`config.mk`:
```
export PLATFORM = sky130hd
export DESIGN_NAME = clock_control
export DESIGN_NICKNAME = d
export VERILOG_FILES = /design/src/design/clk_ctrl_pkg.sv /design/src/design/clock_control.sv
export SDC_FILE = /design/constraint.sdc
export NUM_CORES = 1
export LEC_CHECK = 0
export ABC_CLOCK_PERIOD_IN_PS = 4990
export BUFFER_PORTS_ARGS = -buffer_cell sky130_fd_sc_hd__buf_2
export CORE_MARGIN = 4
export CORE_UTILIZATION = 64
export CTS_BUF_LIST = sky130_fd_sc_hd__clkbuf_8
export DETAILED_ROUTE_END_ITERATION = 12
export PLACE_DENSITY = 0.88
export REMOVE_ABC_BUFFERS = 1
export SYNTH_ARGS = -nofsm -noshare
export SYNTH_HDL_FRONTEND = slang
export SYNTH_SLANG_ARGS = --single-unit
```
`constraint.sdc`:
```
create_clock -name pclk -period 4.99 [get_ports pclk]
set_input_delay 0.7485 -clock pclk [delete_from_list [all_inputs] [get_ports pclk]]
set_output_delay 0.7485 -clock pclk [all_outputs]
set_load 0.02 [all_outputs]
```
`src/design/clk_ctrl_pkg.sv`:
```
// Package for the run-mode clock control block: register offsets,
// field positions, reset values, encodings and timing counts.
// Assumes a 32-bit APB slave on pclk at 10 MHz.
package clk_ctrl_pkg;

  // Register byte offsets
  localparam logic [11:0] OFF_RUN_CFG      = 12'h060;
  localparam logic [11:0] OFF_RUN_CFG_EXT  = 12'h070;
  localparam logic [11:0] OFF_XLATE        = 12'h064;
  localparam logic [11:0] OFF_RAW_STATUS   = 12'h050;
  localparam logic [11:0] OFF_IRQ_MASK     = 12'h054;
  localparam logic [11:0] OFF_MASKED_STAT  = 12'h058;
  localparam logic [11:0] OFF_PERIPH_EN    = 12'h100;
  localparam logic [11:0] OFF_DEEP_CFG     = 12'h144;

  // Primary register fields
  localparam int RC_OSC_LSB     = 4;   // oscillator_source [5:4]
  localparam int RC_CRYSTAL_NUMBER_LSB    = 6;   // crystal_number [9:6]
  localparam int RC_BYPASS_BIT  = 11;
  localparam int RC_PLL_POWER_DOWN_BIT   = 13;
  localparam int RC_USEDIV_BIT  = 22;
  localparam int RC_DIV_LSB     = 23;  // system_divider [26:23]

  // Extended register fields
  localparam int RX_OSC_LSB     = 4;   // oscillator_source_ext [6:4]
  localparam int RX_BYPASS_BIT  = 11;
  localparam int RX_PLL_POWER_DOWN_BIT   = 13;
  localparam int RX_DIV_LSB     = 23;  // system_divider_ext [28:23]
  localparam int RX_SEL_BIT     = 31;  // ext_config_select

  // Deep-sleep register fields
  localparam int DS_DIV_LSB     = 23;
  localparam int DS_OSC_LSB     = 4;
  localparam int DS_OVR_BIT     = 0;

  // Reset values: PLL bypassed and powered down, divider /16
  localparam logic [31:0] RST_RUN_CFG     = 32'h078E_3AC0;
  localparam logic [31:0] RST_RUN_CFG_EXT = 32'h07C0_6810;
  localparam logic [31:0] RST_DEEP_CFG    = 32'h0780_0000;

  // Field widths
  localparam int DIV_W     = 4;
  localparam int DIV_EXT_W = DIV_W + 2;
  localparam int CRYSTAL_NUMBER_W    = 4;

  // Oscillator source encodings
  typedef enum logic [2:0] {
    OSC_MAIN     = 3'h0,
    OSC_INT      = 3'h1,
    OSC_INT_DIV4 = 3'h2,
    OSC_INT_30K  = 3'h3,
    OSC_RTC_32K  = 3'h7
  } osc_src_e;

  // Timing
  localparam int          VCO_MHZ        = 400;
  localparam int          PLL_PREDIV     = 2;
  localparam logic [3:0]  MIN_PLL_DIV    = 4'h3;
  localparam logic [15:0] RELOCK_LOAD    = 16'h1200;

  // Lock FSM
  typedef enum logic [1:0] {
    LK_OFF     = 2'b00,
    LK_WAIT    = 2'b01,
    LK_LOCKED  = 2'b10
  } lock_e;

endpackage

```
`src/design/clock_control.sv`:
```
// Run-mode system clock configuration, divider select and PLL relock
// control, reached over APB. Assumes the oscillators, PLL analog and the
// clock mux cell sit outside; this block drives their selects.
module clock_control
  import clk_ctrl_pkg::*;
#(
  parameter int PERIPH_W = 32        // Number of peripheral enables
) (
  input  wire  logic                 pclk,
  input  wire  logic                 presetn,
  input  wire  logic                 psel,
  input  wire  logic                 penable,
  input  wire  logic                 pwrite,
  input  wire  logic [11:0]          paddr,
  input  wire  logic [31:0]          pwdata,
  output logic [31:0]                prdata,
  output logic                       pready,
  output logic                       pslverr,
  input  wire  logic                 main_osc_clk,
  input  wire  logic                 deep_sleep,
  output logic [2:0]                 oscillator_source,
  output logic                       pll_power_down,
  output logic [7:0]                 crystal_pll_translation,
  output logic                       system_clock_use_pll,
  output logic [5:0]                 system_divisor,
  output logic                       use_system_divider,
  output logic                       pll_lock_irq,
  output logic [PERIPH_W-1:0]        periph_clk_en
);

  ////////////////////////////////////////////////////////////////////////
  // State

  typedef struct packed {
    logic [31:0]          run_cfg;      // Primary register
    logic [31:0]          run_cfg_ext;  // Extended register
    logic [31:0]          deep_cfg;     // Deep-sleep register
    logic [PERIPH_W-1:0]  periph_en;    // Peripheral gates
    logic                 irq_mask;     // Lock interrupt mask
    logic                 lock_raw;     // Sticky lock status
    logic [15:0]          relock_cnt;   // Relock down-counter
    lock_e                lock_st;      // Lock state
    logic [2:0]           osc_sync;     // Main osc sampling chain
    logic                 use_pll;      // Registered mux select
    logic [31:0]          rdata;        // Read data register
  } state_s;

  state_s cur;
  state_s nxt;

  // Effective fields after override resolution
  logic                 ovr;
  logic                 eff_bypass;
  logic                 eff_pll_power_down;
  logic [2:0]           eff_osc;
  logic [5:0]           eff_div;
  logic [CRYSTAL_NUMBER_W-1:0]    crystal_number;
  logic [7:0]           xlate;
  logic                 osc_edge;
  logic                 acc_wr;
  logic                 acc_rd;
  logic                 mapped;
  logic                 relock_trig;
  logic                 pll_on_next;

  ////////////////////////////////////////////////////////////////////////
  // Field selection

  // Override bit picks the extended fields
  always_comb begin
    ovr = cur.run_cfg_ext[RX_SEL_BIT];
    if (ovr) begin
      eff_bypass = cur.run_cfg_ext[RX_BYPASS_BIT];
      eff_pll_power_down  = cur.run_cfg_ext[RX_PLL_POWER_DOWN_BIT];
      eff_osc    = cur.run_cfg_ext[RX_OSC_LSB +: 3];
      eff_div    = cur.run_cfg_ext[RX_DIV_LSB +: DIV_EXT_W];
    end else begin
      eff_bypass = cur.run_cfg[RC_BYPASS_BIT];
      eff_pll_power_down  = cur.run_cfg[RC_PLL_POWER_DOWN_BIT];
      eff_osc    = {1'b0, cur.run_cfg[RC_OSC_LSB +: 2]};
      eff_div    = {2'b00, cur.run_cfg[RC_DIV_LSB +: DIV_W]};
    end
    // Deep sleep may override divider and source
    if (deep_sleep && cur.deep_cfg[DS_OVR_BIT]) begin
      eff_div = cur.deep_cfg[DS_DIV_LSB +: DIV_EXT_W];
      eff_osc = cur.deep_cfg[DS_OSC_LSB +: 3];
    end
  end

  ////////////////////////////////////////////////////////////////////////
  // Crystal translation

  // Table of loop settings per crystal number; fixed, not programmable
  always_comb begin
    crystal_number = cur.run_cfg[RC_CRYSTAL_NUMBER_LSB +: CRYSTAL_NUMBER_W];
    unique case (crystal_number)
      4'h0:    xlate = 8'h70;
      4'h1:    xlate = 8'h6C;
      4'h2:    xlate = 8'h60;
      4'h3:    xlate = 8'h58;
      4'h4:    xlate = 8'h51;
      4'h5:    xlate = 8'h4B;
      4'h6:    xlate = 8'h49;
      4'h7:    xlate = 8'h44;
      4'h8:    xlate = 8'h3F;
      4'h9:    xlate = 8'h3C;
      4'hA:    xlate = 8'h3A;
      4'hB:    xlate = 8'h37;
      4'hC:    xlate = 8'h33;
      4'hD:    xlate = 8'h31;
      4'hE:    xlate = 8'h2F;
      default: xlate = 8'h2C;
    endcase
  end

  ////////////////////////////////////////////////////////////////////////
  // Bus decode

  // Zero-wait APB slave; unmapped addresses raise pslverr
  always_comb begin
    acc_wr = psel && penable && pwrite;
    acc_rd = psel && !penable && !pwrite;
    unique case (paddr)
      OFF_RUN_CFG, OFF_RUN_CFG_EXT, OFF_XLATE, OFF_RAW_STATUS,
      OFF_IRQ_MASK, OFF_MASKED_STAT, OFF_PERIPH_EN,
      OFF_DEEP_CFG: mapped = 1'b1;
      default:      mapped = 1'b0;
    endcase
  end

  ////////////////////////////////////////////////////////////////////////
  // Next state

  always_comb begin
    nxt = cur;
    // Main oscillator sampled; 2nd stage high with 3rd stage low marks a rise
    nxt.osc_sync = {cur.osc_sync[1:0], main_osc_clk};
    osc_edge = cur.osc_sync[1] && !cur.osc_sync[2];

    // Register writes
    relock_trig = 1'b0;
    if (acc_wr && mapped) begin
      unique case (paddr)
        OFF_RUN_CFG: begin
          nxt.run_cfg = pwdata;
          // Only a real change of crystal relocks
          if (pwdata[RC_CRYSTAL_NUMBER_LSB +: CRYSTAL_NUMBER_W] != crystal_number) begin
            relock_trig = 1'b1;
          end
        end
        OFF_RUN_CFG_EXT: nxt.run_cfg_ext = pwdata;
        OFF_IRQ_MASK:    nxt.irq_mask = pwdata[6];
        OFF_MASKED_STAT: begin
          // Write one clears the lock flag
          if (pwdata[6]) begin
            nxt.lock_raw = 1'b0;
          end
        end
        OFF_PERIPH_EN:   nxt.periph_en = pwdata[PERIPH_W-1:0];
        OFF_DEEP_CFG:    nxt.deep_cfg = pwdata;
        default:         nxt.rdata = cur.rdata;
      endcase
    end

    // Power-down effect of the next configuration
    pll_on_next = (nxt.run_cfg_ext[RX_SEL_BIT]) ?
                  !nxt.run_cfg_ext[RX_PLL_POWER_DOWN_BIT] :
                  !nxt.run_cfg[RC_PLL_POWER_DOWN_BIT];

    // Lock sequencing
    unique case (cur.lock_st)
      LK_OFF: begin
        if (pll_on_next) begin
          nxt.relock_cnt = RELOCK_LOAD;
          nxt.lock_st    = LK_WAIT;
        end
      end
      LK_WAIT: begin
        if (!pll_on_next) begin
          nxt.lock_st = LK_OFF;
        end else if (relock_trig) begin
          nxt.relock_cnt = RELOCK_LOAD;
        end else if (osc_edge) begin
          if (cur.relock_cnt == 16'h0001) begin
            nxt.lock_st  = LK_LOCKED;
            nxt.lock_raw = 1'b1;
          end
          nxt.relock_cnt = cur.relock_cnt - 16'h0001;
        end
      end
      LK_LOCKED: begin
        if (!pll_on_next) begin
          nxt.lock_st = LK_OFF;
        end else if (relock_trig) begin
          nxt.relock_cnt = RELOCK_LOAD;
          nxt.lock_st    = LK_WAIT;
        end
      end
      default: nxt.lock_st = LK_OFF;
    endcase

    // PLL feeds the clock only once locked; else raw oscillator
    nxt.use_pll = !eff_bypass && (nxt.lock_st == LK_LOCKED);

    // Read data captured in the setup cycle
    if (acc_rd) begin
      unique case (paddr)
        OFF_RUN_CFG:     nxt.rdata = cur.run_cfg;
        OFF_RUN_CFG_EXT: nxt.rdata = cur.run_cfg_ext;
        OFF_XLATE:       nxt.rdata = {24'h0, xlate};
        OFF_RAW_STATUS:  nxt.rdata = {25'h0, cur.lock_raw, 6'h0};
        OFF_IRQ_MASK:    nxt.rdata = {25'h0, cur.irq_mask, 6'h0};
        OFF_MASKED_STAT: nxt.rdata = {25'h0,
                                      cur.lock_raw & cur.irq_mask, 6'h0};
        OFF_PERIPH_EN:   nxt.rdata = 32'(cur.periph_en);
        OFF_DEEP_CFG:    nxt.rdata = cur.deep_cfg;
        default:         nxt.rdata = 32'h0000_0000;
      endcase
    end
  end

  ////////////////////////////////////////////////////////////////////////
  // Registers

  // PLL powered down and lock cleared at reset
  always_ff @(posedge pclk or negedge presetn) begin
    if (!presetn) begin
      cur.run_cfg     <= RST_RUN_CFG;
      cur.run_cfg_ext <= RST_RUN_CFG_EXT;
      cur.deep_cfg    <= RST_DEEP_CFG;
      cur.periph_en   <= '0;
      cur.irq_mask    <= 1'b0;
      cur.lock_raw    <= 1'b0;
      cur.relock_cnt  <= 16'h0000;
      cur.lock_st     <= LK_OFF;
      cur.osc_sync    <= 3'h0;
      cur.use_pll     <= 1'b0;
      cur.rdata       <= 32'h0000_0000;
    end else begin
      cur <= nxt;
    end
  end

  ////////////////////////////////////////////////////////////////////////
  // Outputs

  // Mux select changes only on a registered edge; the external cell
  // completes the switch on its own clock boundaries
  assign system_clock_use_pll          = cur.use_pll;
  assign oscillator_source       = eff_osc;
  assign pll_power_down          = eff_pll_power_down;
  assign crystal_pll_translation = xlate;
  // Divisor reported as code; with PLL the 400 MHz is halved first
  assign system_divisor          = eff_div;
  // Divider skipped only when bypassing with divider off
  assign use_system_divider      = !eff_bypass ||
                                   cur.run_cfg[RC_USEDIV_BIT];
  assign pll_lock_irq            = cur.lock_raw & cur.irq_mask;
  assign periph_clk_en           = cur.periph_en;
  assign prdata                  = cur.rdata;
  assign pready                  = 1'b1;
  assign pslverr                 = psel && penable && !mapped;

endmodule

```
=== After elaboration in Yosys (flattened, before gate mapping) ===
Memories as Yosys holds them, arrays and structs flattened.
Cells that the tools add are included.

* Flip-flop bits (word level): 184
* Latch bits: 0
* RAM bits: 0
* Bits in read-only memories: 112
* Input port bits: 51
* Logic and storage cells: 95
* Memories: 1

{| class="wikitable"
|+ Memories
! memory !! depth !! bits a word !! rd ports !! clocked after Yosys merged registers in !! write ports !! line !! source
|-
| (no name shown) || 16 || 7 || 1 || 0 || 0 || clock_control.sv:96 || <nowiki>unique case (crystal_number)</nowiki>
|}

* $add $sub $neg: 1
* Multipliers: 0
* Divide/modulo/power cells: 0
* Magnitude comparators: 0
* Eq/ne operators: 18
* Shift operators: 0
* Muxes and demuxes: 35
* Bitwise logic cells: 1
* Reduce and logical (&&, ||, !) cells: 26

{| class="wikitable"
|+ Operator list
! cell !! number
|-
| $pmux 32 s8 || 1
|-
| $mux 112 || 1
|-
| $mux 32 || 3
|-
| $eq 12x7->1 const B || 6
|-
| $pmux 16 s3 || 1
|-
| $mux 18 || 2
|-
| $mux 16 || 2
|-
| $eq 12x9->1 const B || 2
|-
| $mux 19 || 1
|-
| $mux 17 || 1
|-
| $eq 16x1->1 const B || 1
|-
| $sub 16x1->16 const B || 1
|-
| $mux 14 || 1
|-
| $mux 1 || 13
|-
| $mux 6 || 2
|-
| $reduce_and 2->1 || 5
|-
| $logic_and 1x1->1 || 9
|-
| $mux 2 || 4
|-
| $ne 2x2->1 const B || 4
|-
| $reduce_or 8->1 || 1
|-
| $logic_not 1->1 || 7
|-
| $mux 3 || 2
|-
| $pmux 2 s3 || 1
|-
| $reduce_and 6->1 || 1
|-
| 8 further kinds || 9
|}

=== Logic depth before layout (Yosys ltp) ===
Gate-level depths: netlist of run 1.

* Word-level depth: 12
* Gate-level depth with buffers: 10

=== Worst setup path before layout of run 1 ===
No wires, ideal clock.

* Path type: input to register
* Start: input paddr[11]
* End: register cur[48] (netlist name)
* Arrival time: 2,881 ps
* Data required time: 4,886 ps
* Path slack: 2,005 ps
* Stages: 8
* Cells stage by stage: or4_4 > or3_4 > or3_4 > o21ai_2 > o21ai_2 > nand4bb_4 > buf_6 > o41ai_2

* Word-level cells in the longest chain between the ends: 9
* Elaborated cells between the ends (all ways): 28
* Those cells by class: eq/ne: 13; mux: 10; reduce/logical: 5

{| class="wikitable"
|+ RTL lines
! element !! line !! source
|-
| start, declared || clock_control.sv:14 || <nowiki>input wire logic [11:0] paddr,</nowiki>
|-
| $eq 12x9->1, or another cell as far along || clock_control.sv:123 || <nowiki>unique case (paddr)</nowiki>
|-
| $reduce_or 8->1 || clock_control.sv:123 ||
|-
| $mux 1 || clock_control.sv:123 ||
|-
| $logic_and 1x1->1 || clock_control.sv:142 || <nowiki>if (acc_wr && mapped) begin</nowiki>
|-
| $mux 112 || clock_control.sv:142 ||
|-
| $logic_not 1->1, on equally long branches || clock_control.sv:168, clock_control.sv:167 ||
|-
| $mux 1 || clock_control.sv:166 || <nowiki>pll_on_next = (nxt.run_cfg_ext[RX_SEL_BIT]) ?</nowiki>
|-
| $ne 2x2->1 (no line) || - ||
|-
| $reduce_and 6->1 (no line) || - ||
|-
| end signal, assigned || clock_control.sv:240 || <nowiki>cur <= nxt;</nowiki>
|-
| end, declared || clock_control.sv:48 || <nowiki>state_s cur;</nowiki>
|}

Parallel ways exist; a longest one is shown, timed or not. The select of a mux whose other input is x is not followed.
A chain may end at the register's enable or synchronous reset.

=== Final worst setup path of run 1 ===
* Start: input paddr[11]
* End: register cur[46] (netlist name)

Same word-level chain as after synthesis.

==> metrics.md, run 1 <==
| Metric | Value |
|---|---|
| Status | complete, no violations |
| Fin crit share | 69.9% |
| Sw Ratio | 30.5% |
| Critical path type | in -> reg |
| DRT Pass-1 Iters | 7 |
| Fmax | 0.287 GHz |
| DR iter-0 viols | 686 |
| Cell Int Power | 2.26 mW |
| CP Launch Type | primary input |
| Clock sink count | 184 |
| Worst slew pin tran | 1.00 ns |
| First-pass GRT wire length | 35.0 mm |
| Mapped Area | 9240 um^2 |
| N_diodes | 0 |
| Worst path required time | 5.39 ns |
| Netlist cell types | 69 |
| Remaining DRCs | 0 |
| Dpl hpwl | 13.8 mm |
| I/O Buffers | 135 |
| CTS-repair resized insts | 0 |
| Switching power | 992 uW |
| Fin Setup TNS | 0 ns |
| Tmin final | 3.49 ns |
| # setup viols final | 0 |
| Ys flop type | dfrtp_1 |
| Seq/Total Area, Yosys | 50.2% |
| # Post-CTS Setup Buffers | 0 |
| H-tree lvl count | 4 |
| Synth async-reset ratio | 100% |
| Initial antenna violation count | 0 |
| DIE AREA | 16,400 um^2 |
| Crit end category | register |
| Area grow syn2layout | 7.57% |
| Fraction of layout cells with a size suffix above 1 | 40.7% |
| Row count | 43 |
| Sequential Area | 4640 um^2 |
| Die width | 128 um |
| Vias/cell | 6.43 |
| Crit-path cells | buf_2, nor4_1, nand4_1, o32ai_4, a211oi_2, a21oi_2, and2_1, o311ai_0, o211ai_1 |
| GPL Wtd Cong | 0.874 |
| Vias in the first global route | 6,662 |
| VDD IR max | 0.000249 V |
| Largest net degree at the start of global routing | 93 |
| RSZ-0062 raised after global routing | false |
| Fillers | 997 |
| Grt total ovfl | 0 |
| CTS Hold Buffers Added | 0 |
| CTS Buf Count | 17 |
| Synth top area cells | dfrtp_1 43%, mux2_2 15%, dfstp_2 7.4% |
| Mean Syn Cell Area | 11.5 um^2 |
| Critical path's slowest cell | o32ai_4 |
| Final ANT Viol Nets | 0 |
| Logic pwr share | 18.9% |
| GRT Total Usage | 27.2% |
| Synth area leader | dfrtp_1 |
| Starting Density | 66.0% |
| Final Hold Viols | 0 |
| CTS tree | built |
| Clock power frac | 31.0% |
| Sequential power share | 50.1% |
| Slowest cell delay on critical path | 0.62 ns |
| Crit path max fanout | 12 |
| Number of synthesized flops with an enable pin | 0 |
| FF+latch count, synth | 184 |
| Core area | 14,000 um^2 |
| Slew headroom | 32.9% |
| Cell Pwr Density | 327 nW/um^2 |
| Hold Crit Class | in -> async |
| Longest Clk Path Bufs | 2 |
| Routed vias | 6,702 |
| Root buffer cell | clkbuf_8 |
| Worst-skew pair later-pin latency | 0.49 ns |
| Detailed Route WL | 21.7 mm |
| CP arrival | 3.89 ns |
| Syn Inst Count | 800 |
| Leak pwr | 5.12 nW |
| Layout net count | 911 |
| Die H | 128 um |
| Top Ports | 138 |
| Final cell count without fillers | 1,043 |
| Reg clk slew, reported paths | 0.09 ns |
| Max Cap Viol | 0 |
| Synthesis Warnings | 0 |
| Clk_skew | 0.0143 ns |
| Placed cells | 1,011 |
| Area of the multi-input gates | 3890 um^2 |
| WL per Instance | 20.8 um |
| Slew Limit Fails | 0 |
| Top cell type's share of synthesized area | 42.8% |
-- placed cells by master (no fill, tap or decap), types with 7 or more instances in the layout --
master / netlist / layout
nor2_1: 16 / 15
clkbuf_8: 0 / 20
nand3_1: 12 / 12
a22oi_1: 9 / 9
dfstp_2: 26 / 26
mux2i_1: 11 / 11
a21o_1: 35 / 35
buf_4: 68 / 8
a222oi_1: 30 / 30
dfrtp_1: 158 / 158
o21ai_0: 30 / 30
mux2_2: 125 / 125
ha_1: 10 / 10
buf_2: 3 / 134
a21oi_1: 32 / 32
nand2_1: 74 / 71
xor2_1: 7 / 7
nor3_1: 15 / 14
inv_1: 12 / 13
-- state kept, by name, indices dropped and copies added (netlist names) --
signal	flops
cur	115
crystal_number	4
system_clock_use_pll	1
periph_clk_en	32
prdata	32
-- worst paths after layout --
kind | from | to | depth (start not counted) | slack (ns)
max | paddr[11] | cur[46] | 9 | 1.50
min | presetn | cur[96] | 1 | 0.32
max reg2reg | crystal_number[2] | cur[45] | 7 | 1.99
min reg2reg | cur[34] | cur[35] | 0 | 0.37
max in group asynchronous | presetn | cur[117] | 2 | 3.54
min in group pclk | cur[34] | cur[35] | 0 | 0.37
-- kinds of logic after synthesis --
| logic type | synth area share, % |
|---|---|
| DFF | 50.2 |
| xor gates and xnor gates | 0.759 |
| adders and majority gates | 1.35 |
| AOI/OAI and AO/OA | 14.5 |
| and+or+nand+nor | 8.79 |
| other | 0.0813 |
| muxes | 16.4 |
| buffers and inverters | 7.92 |
-- worst max-delay path, delay by kind of cell --
kind	cells	cell delay, ns
AOI/OAI and AO/OA	5	1.57
and+or+nand+nor	3	1.46
buffers and inverters	1	0.10
-- metal layers --
layer,routed length [um],global-route usage [%],vias up,share of wire (%)
li1,-,-,2967,-
met1,8760,36.1,3373,40
met2,10500,43.1,308,48
met3,1790,6.71,54,8.2
met4,659,11.7,0,3.0
met5,0,0,-,0
-- cells in the mapped netlist, types with 10 or more instances --
cell,count
nor2_1,16
nand3_1,12
mux2_2,125
a21oi_1,32
mux2i_1,11
o21ai_0,30
nand2_1,74
clkbuf_1,33
nor3_1,15
a222oi_1,30
dfrtp_1,158
inv_1,12
buf_4,68
ha_1,10
a21o_1,35
dfstp_2,26
-- layout make-up --
class                           count  area share [%]
Tap cell                          180            2.27
Inverter                           12           0.453
Multi-Input combinational cell    492            39.1
Timing Repair Buffer              143            7.47
Clock inverter                     12            1.25
Sequential cell                   184            46.7
Clock buffer                       20            2.77
-- through the flow --
stage | worst slack (ns) | instance area, um^2 | hold WS (ns) | utilization, % | power, mW
after floorplan | 0.138 | 8550 | 0.331 | - | 2.07
after global placement | 1.19 | 9540 | 0.335 | 68.2 | 2.24
after detailed placement | 1.05 | 9540 | 0.343 | 68.2 | 2.26
after CTS | 1.57 | 9940 | 0.353 | 71.0 | 3.25
after global routing | 1.28 | 9940 | 0.362 | 71.0 | 3.41
final | 1.50 | 9940 | 0.322 | 71.0 | 3.25
-- power by group through the flow --
stage	logic, mW	clock network [mW]	registers (mW)
final	0.616	1.01	1.63
after global routing	0.690	1.08	1.64
after CTS	0.611	1.02	1.62
after detailed placement	0.609	0	1.65
after global placement	0.592	0	1.65
after floorplan	0.439	0	1.63
Note: power is estimated with default switching activity, not from simulation.
==> inputs of run 2 (changes only) <==
- ABC_CLOCK_PERIOD_IN_PS: 4990 -> 3600
- CORE_UTILIZATION: 64 -> 59
- PLACE_DENSITY: 0.88 -> 0.82
- clock period: 4.99 -> 3.6 ns (I/O delays scaled with it)
==> metrics.md, run 2 (synthesis gave the netlist of run 1 again) <==
| Metric | Value |
|---|---|
| Sequential power share | 49.0% (was 50.1%) |
| Dpl hpwl | 13.7 mm (was 13.8 mm) |
| Vias in the first global route | 6,501 (was 6,662) |
| CTS Hold Buffers Added | 0 (unchanged) |
| DRT Pass-1 Iters | 8 (was 7) |
| Grt total ovfl | 0 (unchanged) |
| Switching power | 1.41 mW (was 992 uW) |
| CTS tree | built (unchanged) |
| DR iter-0 viols | 756 (was 686) |
| CTS Buf Count | 17 (unchanged) |
| Routed vias | 6,580 (was 6,702) |
| Starting Density | 60.5% (was 66.0%) |
| Fmax | 0.348 GHz |
| CTS-repair resized insts | 0 (unchanged) |
| Crit path max-delay family | simple AND/OR/NAND/NOR gates (was compound AO/OA/AOI/OAI gates) |
| # setup viols final | 0 (unchanged) |
| Slowest cell delay on critical path | 0.55 ns (was 0.62 ns) |
| Crit-path cells | xor2_1, nor4_1, nor3_1, nor3b_1, nand4bb_4, or3_1, o21ai_1 (was buf_2, nor4_1, nand4_1, o32ai_4, a211oi_2, a21oi_2, and2_1, o311ai_0, o211ai_1) |
| Detailed Route WL | 21.0 mm (was 21.7 mm) |
| Root buffer cell | clkbuf_8 (unchanged) |
| Fraction of layout cells with a size suffix above 1 | 40.9% (was 40.7%) |
| Largest register FFs | 115 (unchanged) |
| Top reg by flops | cur (unchanged) |
| Final ANT Viol Nets | 0 (unchanged) |
| VDD IR max | 0.000321 V (was 0.000249 V) |
| Final Hold Viols | 0 (unchanged) |
| Vias/cell | 6.10 (was 6.43) |
| Longest Clk Path Bufs | 2 (unchanged) |
| Critical path's slowest cell | dfrtp_1 (was o32ai_4) |
| Logic pwr share | 18.7% (was 18.9%) |
| Core area | 15,300 um^2 (was 14,000 um^2) |
| Initial antenna violation count | 0 (unchanged) |
| Die width | 133 um (was 128 um) |
| Reg-to-Reg End | cur[44] (was cur[45]) |
| Crit end category | register (unchanged) |
| Largest net degree at the start of global routing | 79 (was 93) |
| Placed cells | 1,047 (was 1,011) |
| Fillers | 1,160 (was 997) |
| Reg clk slew, reported paths | 0.09 ns (about the same) |
| Tmin final | 2.87 ns |
| Top Ports | 138 (unchanged) |
| Worst-skew pair later-pin latency | 0.47 ns (was 0.49 ns) |
| N_diodes | 0 (unchanged) |
| Commonest non-fill, non-tap cell in the layout | dfrtp_1 (unchanged) |
| Final cell count without fillers | 1,079 (was 1,043) |
| Worst r2r src | crystal_number[2] (unchanged) |
| # Post-CTS Setup Buffers | 0 (unchanged) |
| Slew Limit Fails | 0 (unchanged) |
| Cell Pwr Density | 458 nW/um^2 (was 327 nW/um^2) |
| WP buf/inv | 0 (was 1) |
| Area grow syn2layout | 8.97% (was 7.57%) |
| GRT Total Usage | 23.8% (was 27.2%) |
| WHS | 0.0970 ns (was 0.322 ns) |
| RSZ-0062 raised after global routing | false (unchanged) |
| WL per Instance | 19.5 um (was 20.8 um) |
| Crit path max fanout | 14 (was 12) |
| Layout net count | 916 (was 911) |
| Critical path depth | 7 (was 9) |
| Fin Setup TNS | 0 ns (unchanged) |
| Clock sink count | 184 (unchanged) |
| Cell Int Power | 3.20 mW (was 2.26 mW) |
| I/O Buffers | 135 (unchanged) |
| Sw Ratio | 30.5% (about the same) |
| Fin crit share | 79.7% |
| R2R depth | 7 (unchanged) |
| Leak pwr | 5.17 nW (was 5.12 nW) |
| Hold Crit Class | in -> async (unchanged) |
| Die H | 133 um (was 128 um) |
| Max Cap Viol | 0 (unchanged) |
| GPL Wtd Cong | 0.921 (was 0.874) |
| Status | complete, no violations (unchanged) |
| Worst slew pin tran | 0.774 ns (was 1.00 ns) |
| Worst path required time | 3.99 ns (was 5.39 ns) |
| Slew headroom | 48.4% (was 32.9%) |
| Clk_skew | 0.0137 ns (was 0.0143 ns) |
| CP Launch Type | register (was primary input) |
| Critical path type | reg -> reg (was in -> reg) |
| H-tree lvl count | 4 (unchanged) |
| First-pass GRT wire length | 34.0 mm (was 35.0 mm) |
| Reg-to-reg setup timing slack | 0.73 ns (was 1.99 ns) |
| Clock power frac | 32.3% (was 31.0%) |
| Row count | 45 (was 43) |
| CP arrival | 3.26 ns (was 3.89 ns) |
| DIE AREA | 17,700 um^2 (was 16,400 um^2) |
| Remaining DRCs | 0 (unchanged) |
| Most frequent cells in the layout | 158 x dfrtp_1, 134 x buf_2, 125 x mux2_2 (unchanged) |
-- run 2: changes by cell type in the layout (fill, tap and decap cells not counted), sizes merged --
cell | before | now
bufinv | 2 | 3
clkinv | 5 | 1
inv | 14 | 20
buf | 143 | 148
clkinvlp | 3 | 1
clkbuf | 20 | 19
-- run 2: worst max-delay path by stage --
stage,slack [ns],end,startpoint
after detailed placement,0.35,cur[40],paddr[2]
after global routing,0.44,cur[45],crystal_number[2]
after floorplan,-1.04,periph_clk_en[0],paddr[11]
after global placement,0.46,cur[41],paddr[2]
after CTS,0.73,cur[45],crystal_number[2]
final,0.73,cur[44],crystal_number[2]
-- run 2: power groups by stage --
stage	combinational, mW	sequential (mW)	clock (mW)
floorplan	0.609	2.26	0
global placement	0.834	2.29	0
detailed placement	0.855	2.29	0
CTS	0.856	2.26	1.51
global route	0.962	2.27	1.60
finish	0.862	2.26	1.49
-- run 2: routing by layer --
layer  up-vias  global-route usage (%)  wire [um]
met5         -                       0          0
met4         0                    7.14        416
met3        40                    5.25       1340
met2       240                    38.2      10000
met1      3331                    32.8       9200
li1       2969                       -          -
-- run 2: layout make-up --
cell class                      instances  area (um^2)  share of cell area [%]
Sequential cell                       184         4640                    46.1
Tap cell                              211          264                    2.62
Clock buffer                           19          262                    2.60
Clock inverter                         13          165                    1.64
Multi-Input combinational cell        492         3890                    38.6
Timing Repair Buffer                  148          805                    7.99
Inverter                               12         45.0                   0.448
-- run 2: per-stage QoR --
step / setup WS (ns) / cell area [um^2] / utilization (%) / total power, mW
floorplan: -1.04 / 8550 / - / 2.87
global route: 0.441 / 10100 / 66.0 / 4.83
detailed placement: 0.350 / 9640 / 63.2 / 3.15
global placement: 0.458 / 9640 / 63.2 / 3.13
finish: 0.729 / 10100 / 66.0 / 4.61
CTS: 0.729 / 10100 / 66.0 / 4.62
